`src/hdl/gp_timer_pkg.sv`:
```
// Purpose: Shared constants for the general-purpose timer block.
// Assumes: 16-bit control, period and count registers on 32-bit APB words.
// Notes: Offsets are byte addresses within the block window.
package gp_timer_pkg;
  // ----------------------------------------------------------------
  // Register map
  // ----------------------------------------------------------------
  localparam logic [7:0] OFS_A_CTRL = 8'h00;
  localparam logic [7:0] OFS_A_PERIOD = 8'h04;
  localparam logic [7:0] OFS_A_COUNT = 8'h08;
  localparam logic [7:0] OFS_LO_CTRL = 8'h0C;
  localparam logic [7:0] OFS_LO_PERIOD = 8'h10;
  localparam logic [7:0] OFS_LO_COUNT = 8'h14;
  localparam logic [7:0] OFS_HI_CTRL = 8'h18;
  localparam logic [7:0] OFS_HI_PERIOD = 8'h1C;
  localparam logic [7:0] OFS_HI_COUNT = 8'h20;
  localparam logic [7:0] OFS_IRQ_STATUS = 8'h24;
  localparam logic [7:0] OFS_IRQ_MASK = 8'h28;
  // ----------------------------------------------------------------
  // Control fields and reset values
  // ----------------------------------------------------------------
  localparam int BIT_RUN = 15;
  localparam int BIT_IDLE_STOP = 13;
  localparam int BIT_ECS_HI = 9;
  localparam int BIT_ECS_LO = 8;
  localparam int BIT_GATE = 6;
  localparam int BIT_PRESC_HI = 5;
  localparam int BIT_PRESC_LO = 4;
  localparam int BIT_JOIN = 3;
  localparam int BIT_SYNC = 2;
  localparam int BIT_CS = 1;
  localparam logic [15:0] A_CTRL_MASK = 16'hA376;
  localparam logic [15:0] LO_CTRL_MASK = 16'hA37A;
  localparam logic [15:0] HI_CTRL_MASK = 16'hA372;
  localparam logic [15:0] CTRL_RESET = 16'h0000;
  localparam logic [15:0] PERIOD_RESET = 16'hFFFF;
  localparam logic [15:0] COUNT_RESET = 16'h0000;
  // ----------------------------------------------------------------
  // Prescale terminal counts and interrupt bits
  // ----------------------------------------------------------------
  localparam logic [7:0] PRESC_LIM_1 = 8'h00;
  localparam logic [7:0] PRESC_LIM_8 = 8'h07;
  localparam logic [7:0] PRESC_LIM_64 = 8'h3F;
  localparam logic [7:0] PRESC_LIM_256 = 8'hFF;
  localparam int IRQ_A = 0;
  localparam int IRQ_LO = 1;
  localparam int IRQ_HI = 2;
  localparam int IRQ_W = 3;
  typedef enum logic [1:0] {
    SRC_SECONDARY = 2'b00,
    SRC_OWN_PIN = 2'b01,
    SRC_LOW_POWER_RC = 2'b10,
    SRC_GENERIC = 2'b11
  } ext_src_e;
endpackage : gp_timer_pkg

```
`src/hdl/tick_if.sv`:
```
// Purpose: Carries one timer's clocking setup and its prescaled tick.
// Assumes: Driven by the timer top, consumed by tick_gen.
// Notes: extIn is indexed by the extended-source code.
`timescale 1ns/100ps
interface tick_if;
  logic run;
  logic useExt;
  logic [1:0] extSel;
  logic gateEn;
  logic [1:0] presc;
  logic syncSel;
  logic ctrlWrite;
  logic [3:0] extIn;
  logic gate;
  logic tick;
  logic gateFall;
  modport gen (
    input run, useExt, extSel, gateEn, presc, syncSel, ctrlWrite,
    input extIn, gate,
    output tick, gateFall
  );
  modport user (
    output run, useExt, extSel, gateEn, presc, syncSel, ctrlWrite,
    output extIn, gate,
    input tick, gateFall
  );
endinterface : tick_if

```
`src/hdl/tick_gen.sv`:
```
// Purpose: Clock source select, sync, gating and prescale for one timer.
// Assumes: External sources are sampled levels on clk.
// Notes: ASYNC_OK lets the sync-select bit bypass the synchroniser.
`timescale 1ns/100ps
module tick_gen #(
  parameter bit ASYNC_OK = 1'b0
) (
  input wire logic clk, // system clock
  input wire logic srst, // synchronous reset
  tick_if.gen tk // setup in, tick out
);
  logic half_q, extS1_q, extS2_q, extPrev_q, gatePrev_q;
  logic tick_q, gateFall_q;
  logic [7:0] pre_q;
  logic [7:0] preLim;
  logic extLevel, srcEdge, countable;

  assign extLevel = (ASYNC_OK && !tk.syncSel) ? tk.extIn[tk.extSel]
                                              : extS2_q;
  assign srcEdge = tk.useExt ? (extLevel && !extPrev_q) : half_q;
  assign countable = srcEdge && (tk.useExt || !tk.gateEn || tk.gate);
  assign tk.tick = tick_q;
  assign tk.gateFall = gateFall_q;

  always_comb begin
    case (tk.presc)
      2'b00: preLim = gp_timer_pkg::PRESC_LIM_1;
      2'b01: preLim = gp_timer_pkg::PRESC_LIM_8;
      2'b10: preLim = gp_timer_pkg::PRESC_LIM_64;
      default: preLim = gp_timer_pkg::PRESC_LIM_256;
    endcase
  end

  always_ff @(posedge clk) begin
    if (srst) begin
      half_q <= 1'b0;
      extS1_q <= 1'b0;
      extS2_q <= 1'b0;
      extPrev_q <= 1'b0;
      gatePrev_q <= 1'b0;
    end else begin
      half_q <= !half_q; // Internal source runs at half the clock
      extS1_q <= tk.extIn[tk.extSel];
      extS2_q <= extS1_q;
      extPrev_q <= extLevel;
      gatePrev_q <= tk.gate;
    end
  end

  // Prescaler cleared while halted so a restart begins a full interval
  always_ff @(posedge clk) begin
    if (srst || !tk.run || tk.ctrlWrite) begin
      pre_q <= 8'h00;
      tick_q <= 1'b0;
    end else begin
      tick_q <= 1'b0;
      if (countable) begin
        if (pre_q >= preLim) begin
          pre_q <= 8'h00;
          tick_q <= 1'b1;
        end else begin
          pre_q <= pre_q + 8'h01;
        end
      end
    end
  end

  always_ff @(posedge clk) begin
    if (srst) begin
      gateFall_q <= 1'b0;
    end else begin
      gateFall_q <= tk.run && !tk.useExt && tk.gateEn &&
                    gatePrev_q && !tk.gate;
    end
  end
endmodule : tick_gen

```
`src/hdl/irq_bank.sv`:
```
// Purpose: Sticky event flags, mask and one level interrupt.
// Assumes: Write-one-to-clear on the status word.
// Notes: A set in the clearing cycle wins over the clear.
`timescale 1ns/100ps
module irq_bank #(
  parameter int N = 3
) (
  input wire logic clk, // system clock
  input wire logic srst, // synchronous reset
  input wire logic [N-1:0] setEv, // one-cycle event pulses
  input wire logic clrWr, // status write strobe
  input wire logic maskWr, // mask write strobe
  input wire logic [N-1:0] wrData, // write data
  output logic [N-1:0] status, // sticky flags
  output logic [N-1:0] mask, // enable bits
  output logic irq // level interrupt
);
  always_ff @(posedge clk) begin
    if (srst) begin
      status <= '0;
      mask <= '0;
      irq <= 1'b0;
    end else begin
      status <= (status & ~(clrWr ? wrData : '0)) | setEv;
      if (maskWr) begin
        mask <= wrData;
      end
      irq <= |(status & mask);
    end
  end
endmodule : irq_bank

```
`src/hdl/gp_timers.sv`:
```
// Purpose: Standalone 16-bit timer plus a joinable 16/32-bit timer pair.
// Assumes: APB slave with no wait states; pins sampled on clk.
// Notes: Contract
// Contract
// Timer counts only while run bit set
// Idle-stop bit suspends timer in Idle
// Prescale codes divide by 1, 8, 64, 256
// Clock-source bit picks internal or extended source
// Extended field picks generic, RC, own pin
// Gate counts internal clock only while gate high
// Standalone irq on period match, gate fall
// Sync bit synchronises standalone external clock
// Join bit makes pair one 32-bit timer
// Low timer holds low word of count
// Joined timer uses only low timer setup
// Joined match raises high timer flag only
// High period gives upper joined period word
// A/D trigger from pair high or joined
// Pair timers never count asynchronously
// Control write while running clears prescaler
// Software sets up joined timer before run
// High control ignored while pair joined
// Increment per tick, wrap after period match
`timescale 1ns/100ps
module gp_timers (
  input wire logic clk, // system clock, 40 MHz
  input wire logic srst, // synchronous reset, active high
  input wire logic psel, // APB select
  input wire logic penable, // APB enable
  input wire logic pwrite, // APB direction
  input wire logic [7:0] paddr, // APB byte address
  input wire logic [31:0] pwdata, // APB write data
  output logic [31:0] prdata, // APB read data
  output logic pready, // APB ready
  output logic pslverr, // APB error on unmapped address
  input wire logic idleMode, // device in Idle mode
  input wire logic timerAExtClockPin, // standalone timer clock pin
  input wire logic pairLowExtClockPin, // pair low timer clock pin
  input wire logic pairHighExtClockPin, // pair high timer clock pin
  input wire logic genericExtClockPin, // shared external input
  input wire logic lowPowerRcOsc, // low-power RC oscillator
  input wire logic secondaryOsc, // secondary oscillator
  input wire logic timerAGate, // standalone gate input
  input wire logic pairLowGate, // pair low gate input
  input wire logic pairHighGate, // pair high gate input
  output logic irq, // level interrupt
  output logic adcTrigger // A/D event trigger pulse
);
  // ----------------------------------------------------------------
  // Register state
  // ----------------------------------------------------------------
  logic [15:0] aCtrl_q, loCtrl_q, hiCtrl_q;
  logic [15:0] aPeriod_q, loPeriod_q, hiPeriod_q;
  logic [15:0] aCount_q, loCount_q, hiCount_q;
  logic aMatch_q, loMatch_q, hiMatch_q;
  logic pready_q, pslverr_q, adcTrigger_q;
  logic [31:0] prdata_q;
  logic [gp_timer_pkg::IRQ_W-1:0] irqStatus, irqMask, irqSet;
  logic irqLine;

  // ----------------------------------------------------------------
  // Bus decode
  // ----------------------------------------------------------------
  logic busWr, joined;
  logic wrACtrl, wrAPer, wrACnt, wrLoCtrl, wrLoPer, wrLoCnt;
  logic wrHiCtrl, wrHiPer, wrHiCnt, wrStatus, wrMask;

  function automatic logic hit(input logic [7:0] a, input logic [7:0] ofs);
    hit = (a == ofs);
  endfunction : hit

  function automatic logic mapped(input logic [7:0] a);
    mapped = hit(a, gp_timer_pkg::OFS_A_CTRL) ||
             hit(a, gp_timer_pkg::OFS_A_PERIOD) ||
             hit(a, gp_timer_pkg::OFS_A_COUNT) ||
             hit(a, gp_timer_pkg::OFS_LO_CTRL) ||
             hit(a, gp_timer_pkg::OFS_LO_PERIOD) ||
             hit(a, gp_timer_pkg::OFS_LO_COUNT) ||
             hit(a, gp_timer_pkg::OFS_HI_CTRL) ||
             hit(a, gp_timer_pkg::OFS_HI_PERIOD) ||
             hit(a, gp_timer_pkg::OFS_HI_COUNT) ||
             hit(a, gp_timer_pkg::OFS_IRQ_STATUS) ||
             hit(a, gp_timer_pkg::OFS_IRQ_MASK);
  endfunction : mapped

  assign busWr = psel && penable && pready_q && pwrite;
  assign wrACtrl = busWr && hit(paddr, gp_timer_pkg::OFS_A_CTRL);
  assign wrAPer = busWr && hit(paddr, gp_timer_pkg::OFS_A_PERIOD);
  assign wrACnt = busWr && hit(paddr, gp_timer_pkg::OFS_A_COUNT);
  assign wrLoCtrl = busWr && hit(paddr, gp_timer_pkg::OFS_LO_CTRL);
  assign wrLoPer = busWr && hit(paddr, gp_timer_pkg::OFS_LO_PERIOD);
  assign wrLoCnt = busWr && hit(paddr, gp_timer_pkg::OFS_LO_COUNT);
  assign wrHiCtrl = busWr && hit(paddr, gp_timer_pkg::OFS_HI_CTRL);
  assign wrHiPer = busWr && hit(paddr, gp_timer_pkg::OFS_HI_PERIOD);
  assign wrHiCnt = busWr && hit(paddr, gp_timer_pkg::OFS_HI_COUNT);
  assign wrStatus = busWr && hit(paddr, gp_timer_pkg::OFS_IRQ_STATUS);
  assign wrMask = busWr && hit(paddr, gp_timer_pkg::OFS_IRQ_MASK);
  assign joined = loCtrl_q[gp_timer_pkg::BIT_JOIN];

  // ----------------------------------------------------------------
  // APB answer: ready in the first access cycle
  // ----------------------------------------------------------------
  logic [31:0] readMux;

  always_comb begin
    readMux = 32'h0000_0000;
    case (paddr)
      gp_timer_pkg::OFS_A_CTRL: readMux[15:0] = aCtrl_q;
      gp_timer_pkg::OFS_A_PERIOD: readMux[15:0] = aPeriod_q;
      gp_timer_pkg::OFS_A_COUNT: readMux[15:0] = aCount_q;
      gp_timer_pkg::OFS_LO_CTRL: readMux[15:0] = loCtrl_q;
      gp_timer_pkg::OFS_LO_PERIOD: readMux[15:0] = loPeriod_q;
      gp_timer_pkg::OFS_LO_COUNT: readMux[15:0] = loCount_q;
      gp_timer_pkg::OFS_HI_CTRL: readMux[15:0] = hiCtrl_q;
      gp_timer_pkg::OFS_HI_PERIOD: readMux[15:0] = hiPeriod_q;
      gp_timer_pkg::OFS_HI_COUNT: readMux[15:0] = hiCount_q;
      gp_timer_pkg::OFS_IRQ_STATUS:
        readMux[gp_timer_pkg::IRQ_W-1:0] = irqStatus;
      gp_timer_pkg::OFS_IRQ_MASK:
        readMux[gp_timer_pkg::IRQ_W-1:0] = irqMask;
      default: readMux = 32'h0000_0000;
    endcase
  end

  // Read data is captured in the setup cycle, so counts read one
  // clock before the transfer completes
  always_ff @(posedge clk) begin
    if (srst) begin
      pready_q <= 1'b0;
      pslverr_q <= 1'b0;
      prdata_q <= 32'h0000_0000;
    end else begin
      pready_q <= psel && !penable;
      pslverr_q <= psel && !penable && !mapped(paddr);
      if (psel && !penable) begin
        prdata_q <= pwrite ? 32'h0000_0000 : readMux;
      end
    end
  end

  // ----------------------------------------------------------------
  // Control and period registers
  // ----------------------------------------------------------------
  always_ff @(posedge clk) begin
    if (srst) begin
      aCtrl_q <= gp_timer_pkg::CTRL_RESET;
      loCtrl_q <= gp_timer_pkg::CTRL_RESET;
      hiCtrl_q <= gp_timer_pkg::CTRL_RESET;
    end else begin
      if (wrACtrl) begin
        aCtrl_q <= pwdata[15:0] & gp_timer_pkg::A_CTRL_MASK;
      end
      if (wrLoCtrl) begin
        loCtrl_q <= pwdata[15:0] & gp_timer_pkg::LO_CTRL_MASK;
      end
      if (wrHiCtrl) begin
        hiCtrl_q <= pwdata[15:0] & gp_timer_pkg::HI_CTRL_MASK;
      end
    end
  end

  always_ff @(posedge clk) begin
    if (srst) begin
      aPeriod_q <= gp_timer_pkg::PERIOD_RESET;
      loPeriod_q <= gp_timer_pkg::PERIOD_RESET;
      hiPeriod_q <= gp_timer_pkg::PERIOD_RESET;
    end else begin
      if (wrAPer) begin
        aPeriod_q <= pwdata[15:0];
      end
      if (wrLoPer) begin
        loPeriod_q <= pwdata[15:0];
      end
      if (wrHiPer) begin
        hiPeriod_q <= pwdata[15:0];
      end
    end
  end

  // ----------------------------------------------------------------
  // Tick generators
  // ----------------------------------------------------------------
  tick_if aTk ();
  tick_if loTk ();
  tick_if hiTk ();

  assign aTk.run = aCtrl_q[gp_timer_pkg::BIT_RUN] &&
                   !(aCtrl_q[gp_timer_pkg::BIT_IDLE_STOP] && idleMode);
  assign aTk.useExt = aCtrl_q[gp_timer_pkg::BIT_CS];
  assign aTk.extSel = aCtrl_q[gp_timer_pkg::BIT_ECS_HI:
                              gp_timer_pkg::BIT_ECS_LO];
  assign aTk.gateEn = aCtrl_q[gp_timer_pkg::BIT_GATE];
  assign aTk.presc = aCtrl_q[gp_timer_pkg::BIT_PRESC_HI:
                             gp_timer_pkg::BIT_PRESC_LO];
  assign aTk.syncSel = aCtrl_q[gp_timer_pkg::BIT_SYNC];
  assign aTk.ctrlWrite = wrACtrl && aCtrl_q[gp_timer_pkg::BIT_RUN];
  assign aTk.extIn = {genericExtClockPin, lowPowerRcOsc,
                      timerAExtClockPin, secondaryOsc};
  assign aTk.gate = timerAGate;

  // Low timer setup also governs the joined pair
  assign loTk.run = loCtrl_q[gp_timer_pkg::BIT_RUN] &&
                    !(loCtrl_q[gp_timer_pkg::BIT_IDLE_STOP] && idleMode);
  assign loTk.useExt = loCtrl_q[gp_timer_pkg::BIT_CS];
  assign loTk.extSel = loCtrl_q[gp_timer_pkg::BIT_ECS_HI:
                                gp_timer_pkg::BIT_ECS_LO];
  assign loTk.gateEn = loCtrl_q[gp_timer_pkg::BIT_GATE];
  assign loTk.presc = loCtrl_q[gp_timer_pkg::BIT_PRESC_HI:
                               gp_timer_pkg::BIT_PRESC_LO];
  assign loTk.syncSel = 1'b1;
  assign loTk.ctrlWrite = wrLoCtrl && loCtrl_q[gp_timer_pkg::BIT_RUN];
  assign loTk.extIn = {genericExtClockPin, lowPowerRcOsc,
                       pairLowExtClockPin, secondaryOsc};
  assign loTk.gate = pairLowGate;

  // High timer is held off while joined
  assign hiTk.run = !joined && hiCtrl_q[gp_timer_pkg::BIT_RUN] &&
                    !(hiCtrl_q[gp_timer_pkg::BIT_IDLE_STOP] && idleMode);
  assign hiTk.useExt = hiCtrl_q[gp_timer_pkg::BIT_CS];
  assign hiTk.extSel = hiCtrl_q[gp_timer_pkg::BIT_ECS_HI:
                                gp_timer_pkg::BIT_ECS_LO];
  assign hiTk.gateEn = hiCtrl_q[gp_timer_pkg::BIT_GATE];
  assign hiTk.presc = hiCtrl_q[gp_timer_pkg::BIT_PRESC_HI:
                               gp_timer_pkg::BIT_PRESC_LO];
  assign hiTk.syncSel = 1'b1;
  assign hiTk.ctrlWrite = wrHiCtrl && hiCtrl_q[gp_timer_pkg::BIT_RUN];
  assign hiTk.extIn = {genericExtClockPin, lowPowerRcOsc,
                       pairHighExtClockPin, secondaryOsc};
  assign hiTk.gate = pairHighGate;

  tick_gen #(.ASYNC_OK(1'b1)) aGen (
    .clk(clk),
    .srst(srst),
    .tk(aTk)
  );

  // Pair generators have no asynchronous path
  tick_gen #(.ASYNC_OK(1'b0)) loGen (
    .clk(clk),
    .srst(srst),
    .tk(loTk)
  );

  tick_gen #(.ASYNC_OK(1'b0)) hiGen (
    .clk(clk),
    .srst(srst),
    .tk(hiTk)
  );

  // ----------------------------------------------------------------
  // Standalone counter
  // ----------------------------------------------------------------
  always_ff @(posedge clk) begin
    if (srst) begin
      aCount_q <= gp_timer_pkg::COUNT_RESET;
      aMatch_q <= 1'b0;
    end else begin
      aMatch_q <= 1'b0;
      if (wrACnt) begin
        aCount_q <= pwdata[15:0];
      end else if (aTk.tick) begin
        if (aCount_q == aPeriod_q) begin
          aCount_q <= 16'h0000;
          aMatch_q <= 1'b1;
        end else begin
          aCount_q <= aCount_q + 16'h0001;
        end
      end
    end
  end

  // ----------------------------------------------------------------
  // Pair counters
  // ----------------------------------------------------------------
  logic match32, loWrapCarry;

  assign match32 = {hiCount_q, loCount_q} == {hiPeriod_q, loPeriod_q};
  assign loWrapCarry = loCount_q == 16'hFFFF;

  always_ff @(posedge clk) begin
    if (srst) begin
      loCount_q <= gp_timer_pkg::COUNT_RESET;
      loMatch_q <= 1'b0;
    end else begin
      loMatch_q <= 1'b0;
      if (wrLoCnt) begin
        loCount_q <= pwdata[15:0];
      end else if (loTk.tick) begin
        if (joined ? match32 : (loCount_q == loPeriod_q)) begin
          loCount_q <= 16'h0000;
          loMatch_q <= !joined;
        end else begin
          loCount_q <= loCount_q + 16'h0001;
        end
      end
    end
  end

  always_ff @(posedge clk) begin
    if (srst) begin
      hiCount_q <= gp_timer_pkg::COUNT_RESET;
      hiMatch_q <= 1'b0;
    end else begin
      hiMatch_q <= 1'b0;
      if (wrHiCnt) begin
        hiCount_q <= pwdata[15:0];
      end else if (joined) begin
        if (loTk.tick) begin
          if (match32) begin
            hiCount_q <= 16'h0000;
            hiMatch_q <= 1'b1;
          end else if (loWrapCarry) begin
            hiCount_q <= hiCount_q + 16'h0001;
          end
        end
      end else if (hiTk.tick) begin
        if (hiCount_q == hiPeriod_q) begin
          hiCount_q <= 16'h0000;
          hiMatch_q <= 1'b1;
        end else begin
          hiCount_q <= hiCount_q + 16'h0001;
        end
      end
    end
  end

  // ----------------------------------------------------------------
  // Interrupts and A/D trigger
  // ----------------------------------------------------------------
  assign irqSet[gp_timer_pkg::IRQ_A] = aMatch_q || aTk.gateFall;
  assign irqSet[gp_timer_pkg::IRQ_LO] = loMatch_q;
  assign irqSet[gp_timer_pkg::IRQ_HI] = hiMatch_q;

  irq_bank #(.N(gp_timer_pkg::IRQ_W)) irqs (
    .clk(clk),
    .srst(srst),
    .setEv(irqSet),
    .clrWr(wrStatus),
    .maskWr(wrMask),
    .wrData(pwdata[gp_timer_pkg::IRQ_W-1:0]),
    .status(irqStatus),
    .mask(irqMask),
    .irq(irqLine)
  );

  // Only the high half or joined pair may fire the converter
  always_ff @(posedge clk) begin
    if (srst) begin
      adcTrigger_q <= 1'b0;
    end else begin
      adcTrigger_q <= hiMatch_q;
    end
  end

  assign prdata = prdata_q;
  assign pready = pready_q;
  assign pslverr = pslverr_q;
  assign irq = irqLine;
  assign adcTrigger = adcTrigger_q;
endmodule : gp_timers

```
`config.mk`:
```
export PLATFORM = sky130hd
export DESIGN_NAME = gp_timers
export DESIGN_NICKNAME = d
export VERILOG_FILES = /design/src/hdl/gp_timer_pkg.sv /design/src/hdl/tick_if.sv /design/src/hdl/tick_gen.sv /design/src/hdl/irq_bank.sv /design/src/hdl/gp_timers.sv
export SDC_FILE = /design/constraint.sdc
export NUM_CORES = 1
export LEC_CHECK = 0
export ABC_AREA = 0
export BUFFER_PORTS_ARGS = -buffer_cell sky130_fd_sc_hd__clkbuf_2
export CORE_UTILIZATION = 30
export CTS_CLUSTER_DIAMETER = 200
export DETAILED_ROUTE_END_ITERATION = 8
export PLACE_DENSITY = 0.51
export SLEW_MARGIN = 0
export SYNTH_ARGS = -nofsm -noshare
export SYNTH_HDL_FRONTEND = slang
export SYNTH_SLANG_ARGS = --single-unit
```
`constraint.sdc`:
```
create_clock -name clk -period 3.2 [get_ports clk]
set_clock_uncertainty 0.2 [all_clocks]
set_input_delay 0.16 -clock clk [delete_from_list [all_inputs] [get_ports clk]]
set_output_delay 0.16 -clock clk [all_outputs]
set_load 0.02 [all_outputs]
```
==> out/qor.yml, run 1 <==
outcome: "finished clean"
cp_slowest_cell: "or4_1"
route.vias.total: 9912
cts-htree-levels: 4
row_count: 68
layout.filler_cells: 3671
postCtsSetupBuffers: 0
critical_path_class: "reg2reg"
grt_pass1_wl_um: 57800
maxSlewHeadroom_pct: 12.6
io_buffers: 58
synth.ff_latch_count: 192
finalWeightedCongestion: 0.868
grt_pass1_vias: 9266
post-route-period-util_pct: 93.5
synth_area_um2: 10500
post-route-drc-count: 0
cts_root_buffer: "clkbuf_16"
total_count_of_hold_check_failures_in_the_final_report: 0
leakage_uw: 0.00432
vdd_drop_max_v: 0.000340
totalPowerFinal_uw: 4810
clk_path_buf_depth: 2
netlist_instances: 1301
die_width_um: 189
clock_tree_from_tritoncts: "built"
drt-wirelength-per-cell_um: 20.9
post_drt_via_cell_ratio: 5.48
rsz0062_at_grt: "false"
tritoncts.num_buffers: 17
grt_max_degree: 67
num-nets-final: 1427
aggregate_global_routing_overflow: 0
synth_async_sr_flop_share_pct: 0
clkSlewWorstSetupHoldPaths_ns: 0.08
clock_sinks: 192
synth_enable_flop_cells: 0
antennaDiodeCount: 0
dieArea_um2: 35900
count_of_yosys_warnings_during_synthesis: 0
tns_ns: 0
dominantRegCellSynth: "dfxtp_1"
critical_path.max_stage_delay_ns: 0.60
post_synth_num_cell_types: 73
drv_slew: 0
setup.worst_path.end_class: "flop"
drt_iter0_markers: 1048
crit_fanout: 26
drv.max_cap_violation_count: 0
worst_ep_arrival_time_ns: 3.11
route.final.wire_length_um: 37800
setup-violations-final: 0
post-dp-hpwl_um: 27200
final_antenna_net_count: 0
pwr_density_cell_nw_per_um2: 399
floorplan.initialDensity_pct: 30.5
worst_setup_path_start_kind: "flop"
worstMarginPinSlew_ns: 1.30
worstHoldPathType: "in2reg"
gr-usage-all-layers_pct: 21.4
boundaryPins: 91
cp_data_required_time_ns: 3.32
synth.avg_cell_area_um2: 8.11
most_common_library_cell_in_the_layout_ignoring_fill_and_taps: "nand2_1"
period_minus_slack_ns: 2.99
area_growth_syn_to_layout_pct: 14.2
drt_pre_antenna_iters: 7
synth-seq-area-share_pct: 36.4
antenna_found_initial: 0
clk_latency_ns: 0.45
maxClockFrequency_ghz: 0.334
floorplan.die.height_um: 189
mostFrequentLayoutCells: "nand2_1, dfxtp_1, nand3_1, a21oi_1, xnor2_1"
final_layout_size_suffix_gt1_share_pct: 13.0
core_um2: 34500
crit_chain: "ha_1 > nand4_1 > or4_1 > o211ai_1 > a41oi_4 > a221oi_1 > nor3_1"
power breakdown:
part | total, µW | leakage (µW) | switching (µW) | internal (µW)
Combinational | 242 | 0.00249 | 172 | 69.4
Sequential | 2410 | 0.00155 | 7.21 | 2400
Clock | 2160 | 0.000279 | 1100 | 1060
worst max-delay path, delay by kind of cell (launching register included):
kind / cells / cell delay (ns)
AO/OA/AOI/OAI: 3 / 0.96
adder cells (fa/ha/maj): 1 / 0.29
flip-flops: 1 / 0.48
AND/OR/NAND/NOR: 3 / 0.93
metal layers:
metal | vias up | wire, µm | global-route usage, %
met2 | 390 | 17200 | 33.9
met1 | 4734 | 17100 | 29.3
met3 | 52 | 2560 | 3.71
met5 | - | 0 | 0
met4 | 0 | 958 | 6.79
li1 | 4736 | - | -
synth_stat cells (28+ instances only):
cell      count  area, µm²
ha_1         30        375
clkbuf_1     65        244
a22oi_1      32        240
a21oi_1      68        340
inv_1        31        116
nand4_1      34        213
a211oi_1     38        285
buf_2        28        140
nand2_1     230        863
xnor2_1      65        569
nand3_1     102        510
dfxtp_1     192       3840
nor2_1       61        229
area by class of cell:
class	instances	area, µm²	area share (%)
flip-flops and latches	192	3840	31.9
repair buffers	125	846	7.02
clock inverters	14	138	1.14
clock buffers	18	439	3.65
inverters	33	124	1.03
well taps	455	569	4.73
multi-input cells	973	6090	50.5
sequential cells by signal, summed over array words and instances, names as in the netlist, 3 cells and up:
register and count:
loCount_q 16, prdata 16, hiGen.pre_q 8, hiCount_q 16
aGen.pre_q 8, loCtrl_q 9, aCount_q 16, irqs.status 3
hiCtrl_q 8, loPeriod_q 16, aCtrl_q 9, hiPeriod_q 16
aPeriod_q 16, irqs.mask 3, loGen.pre_q 8
final timing paths:
check / from / to / slack (ns) / cells after the start
setup / recovery: loCount_q[1]$_SDFFE_PP0P_ / hiCount_q[12]$_SDFFE_PP0P_ / 0.21 / 7
hold reg to reg: aGen.half_q$_SDFF_PP0_ / aGen.half_q$_SDFF_PP0_ / 0.20 / 1
setup reg to reg: loCount_q[1]$_SDFFE_PP0P_ / hiCount_q[12]$_SDFFE_PP0P_ / 0.21 / 7
hold / removal: pwdata[13] / aCtrl_q[13]$_SDFFE_PP0P_ / 0.04 / 3
per-stage QoR:
| stage | util [%] | worst slack [ns] | hold slack (ns) | cell area (µm²) | instances |
|---|---|---|---|---|---|
| 3_3_place_gp | 32.6 | 0.197 | 0.192 | 11300 | 1758 |
| 4_1_cts | 34.9 | 0.232 | 0.00239 | 12000 | 1810 |
| 3_5_place_dp | 32.6 | 0.203 | 0.193 | 11300 | 1758 |
| 5_1_grt | 34.9 | 0.0283 | 0.0374 | 12000 | 1810 |
| 2_1_floorplan | - | 0.757 | 0.0373 | 10600 | 1316 |
| 6_report | 34.9 | 0.208 | 0.0353 | 12000 | 1810 |
what timing repair did:
| action | 4_1_cts | 5_1_grt |
|---|---|---|
| resized for setup | 0 | 0 |
| endpoints found under the hold margin | 63 | 0 |
| endpoints found under the setup margin | 0 | 0 |
| hold buffers | 20 | 0 |
cells by family after synthesis:
| family | Yosys count | synth area share, % |
|---|---|---|
| and+or+nand+nor | 556 | 25.6 |
| AOI/OAI and AO/OA | 275 | 19.5 |
| DFF | 192 | 36.4 |
| buffers and inverters | 151 | 6.42 |
| xor gates and xnor gates | 87 | 7.23 |
| adders and majority gates | 30 | 3.56 |
| muxes | 9 | 1.21 |
| other | 1 | 0.0356 |
Power figures use the tool's default switching activity.
==> run 2, diff against run 1 <==
--- a/config.mk
+++ b/config.mk
@@ -10,7 +10,6 @@
 export CORE_UTILIZATION = 30
 export CTS_CLUSTER_DIAMETER = 200
 export DETAILED_ROUTE_END_ITERATION = 8
-export PLACE_DENSITY = 0.51
 export SLEW_MARGIN = 0
 export SYNTH_ARGS = -nofsm -noshare
 export SYNTH_HDL_FRONTEND = slang
==> run 2 against run 1 <==
Cell count shrank 0.61%; sequential power about the same; register-to-register slack worse by 0.03 ns; global-route usage down 1.0 points; largest cell class unchanged.
==> out/qor.yml, run 2 (synthesis results as in run 1) <==
core_um2: 34500
regArea_um2: 3840
worstMarginPinSlew_ns: 0.886
clock_sinks: 192
postCtsSetupBuffers: 0
clock_tree_from_tritoncts: "built"
drv_slew: 0
setup-violations-final: 0
total_count_of_hold_check_failures_in_the_final_report: 0
timing.reg2reg.worst_path_depth: 7
final_layout_size_suffix_gt1_share_pct: 12.2
final_antenna_net_count: 0
maxSlewHeadroom_pct: 40.8
fin_cells: 1799
crit_fanout: 26
route.final.wire_length_um: 35900
dpl_worst_slack_ns: 0.273
r2r_slack_ns: 0.17
post_drt_via_cell_ratio: 5.60
mostFrequentLayoutCells: "nand2_1, dfxtp_1, nand3_1, a21oi_1, xnor2_1"
antenna_found_initial: 0
outcome: "finished clean"
grt_pass1_wl_um: 56100
multi_input_comb_area_um2: 6090
maxClockFrequency_ghz: 0.331
floorplan.die.height_um: 189
row_count: 68
post_cts_resized: 0
clk_latency_ns: 0.45
drv.max_cap_violation_count: 0
area_growth_syn_to_layout_pct: 14.0
leakage_uw: 0.00429
grt_max_degree: 68
post-route-period-util_pct: 94.5
cts-htree-levels: 4
drt-wirelength-per-cell_um: 19.9
critical_path_class: "reg2reg"
setup.worst_path.end_class: "flop"
num-nets-final: 1417
clk_path_buf_depth: 2
tns_ns: 0
antennaDiodeCount: 0
tritoncts.num_buffers: 17
finalWeightedCongestion: 0.932
vdd_drop_max_v: 0.000314
post-dp-hpwl_um: 25800
layout.filler_cells: 3596
finalWorstSetupSlack_ns: 0.175
worstHoldPathType: "in2reg"
io_buffers: 58
boundaryPins: 91
aggregate_global_routing_overflow: 0
cp_data_required_time_ns: 3.30
post-route-drc-count: 0
worst_setup_path_start_kind: "flop"
final_core_util_pct: 34.8
numPlacedInstances: 1747
cts_root_buffer: "clkbuf_16"
floorplan.initialDensity_pct: 30.5
grt_pass1_vias: 9379
worst_ep_arrival_time_ns: 3.13
gr-usage-all-layers_pct: 20.3
dieArea_um2: 35900
most_common_library_cell_in_the_layout_ignoring_fill_and_taps: "nand2_1"
die_width_um: 189
clkSlewWorstSetupHoldPaths_ns: 0.08
route.vias.total: 10100
period_minus_slack_ns: 3.03
drt_pre_antenna_iters: 6
pwr_density_cell_nw_per_um2: 409
rsz0062_at_grt: "false"
drt_iter0_markers: 1317
worstHoldPathCells: 3
[run 2: cell count changes in the layout (fill, tap and decap cells not counted)]
cell / previous run / this run
buf_12: 0 / 1
buf_4: 48 / 36
bufinv_16: 0 / 2
clkinv_4: 2 / 4
clkinvlp_4: 2 / 1
dlygate4sd3_1: 20 / 21
inv_6: 5 / 2
inv_8: 4 / 3
[run 2: area by class of cell]
type                    instances  area share (%)
clock buffers                  18            3.65
repair buffers                115            6.54
flip-flops and latches        192            32.0
well taps                     455            4.74
multi-input cells             973            50.6
clock inverters                13            1.42
inverters                      33            1.03
[run 2: critical path, cell delays in order (launching register included)]
cell and delay [ns]:
dfxtp_1 0.50, ha_1 0.29, nand4_1 0.22, or4_1 0.62, o211ai_1 0.35, a41oi_4 0.21, a221oi_1 0.39, nor3_1 0.09
[run 2: path summary, 6_finish.rpt]
kind / start / endpoint
min reg2reg: aGen.half_q$_SDFF_PP0_ / aGen.half_q$_SDFF_PP0_
min: pwdata[4] / aCtrl_q[4]$_SDFFE_PP0P_
max: loCount_q[1]$_SDFFE_PP0P_ / hiCount_q[6]$_SDFFE_PP0P_
max reg2reg: loCount_q[1]$_SDFFE_PP0P_ / hiCount_q[6]$_SDFFE_PP0P_
[run 2: metrics by stage]
| step | instance area [µm²] | total power, µW | hold slack, ns |
|---|---|---|---|
| final | 12000 | 4920 | 0.0299 |
| after global routing | 12000 | 5070 | 0.0285 |
| after CTS | 12000 | 4950 | 0.00161 |
| after detailed placement | 11200 | 2680 | 0.178 |
| after global placement | 11200 | 2680 | 0.181 |
| after floorplan | 10600 | 2590 | 0.0373 |
[run 2: layer usage]
layer,track usage (%),wire length [µm]
met1,28.0,15600
met2,31.1,15900
met3,4.02,3160
met4,7.79,1220
met5,0,0
[run 2: timing repair]
action,4_1_cts,5_1_grt
hold buffers,21,0
endpoints found under the setup margin,0,0
hold endpoints to repair,60,0
[run 2: power breakdown]
group / internal (µW) / switching, µW
Combinational: 71.3 / 169
Clock: 1200 / 1070
Sequential: 2400 / 8.77
Total: 3670 / 1240
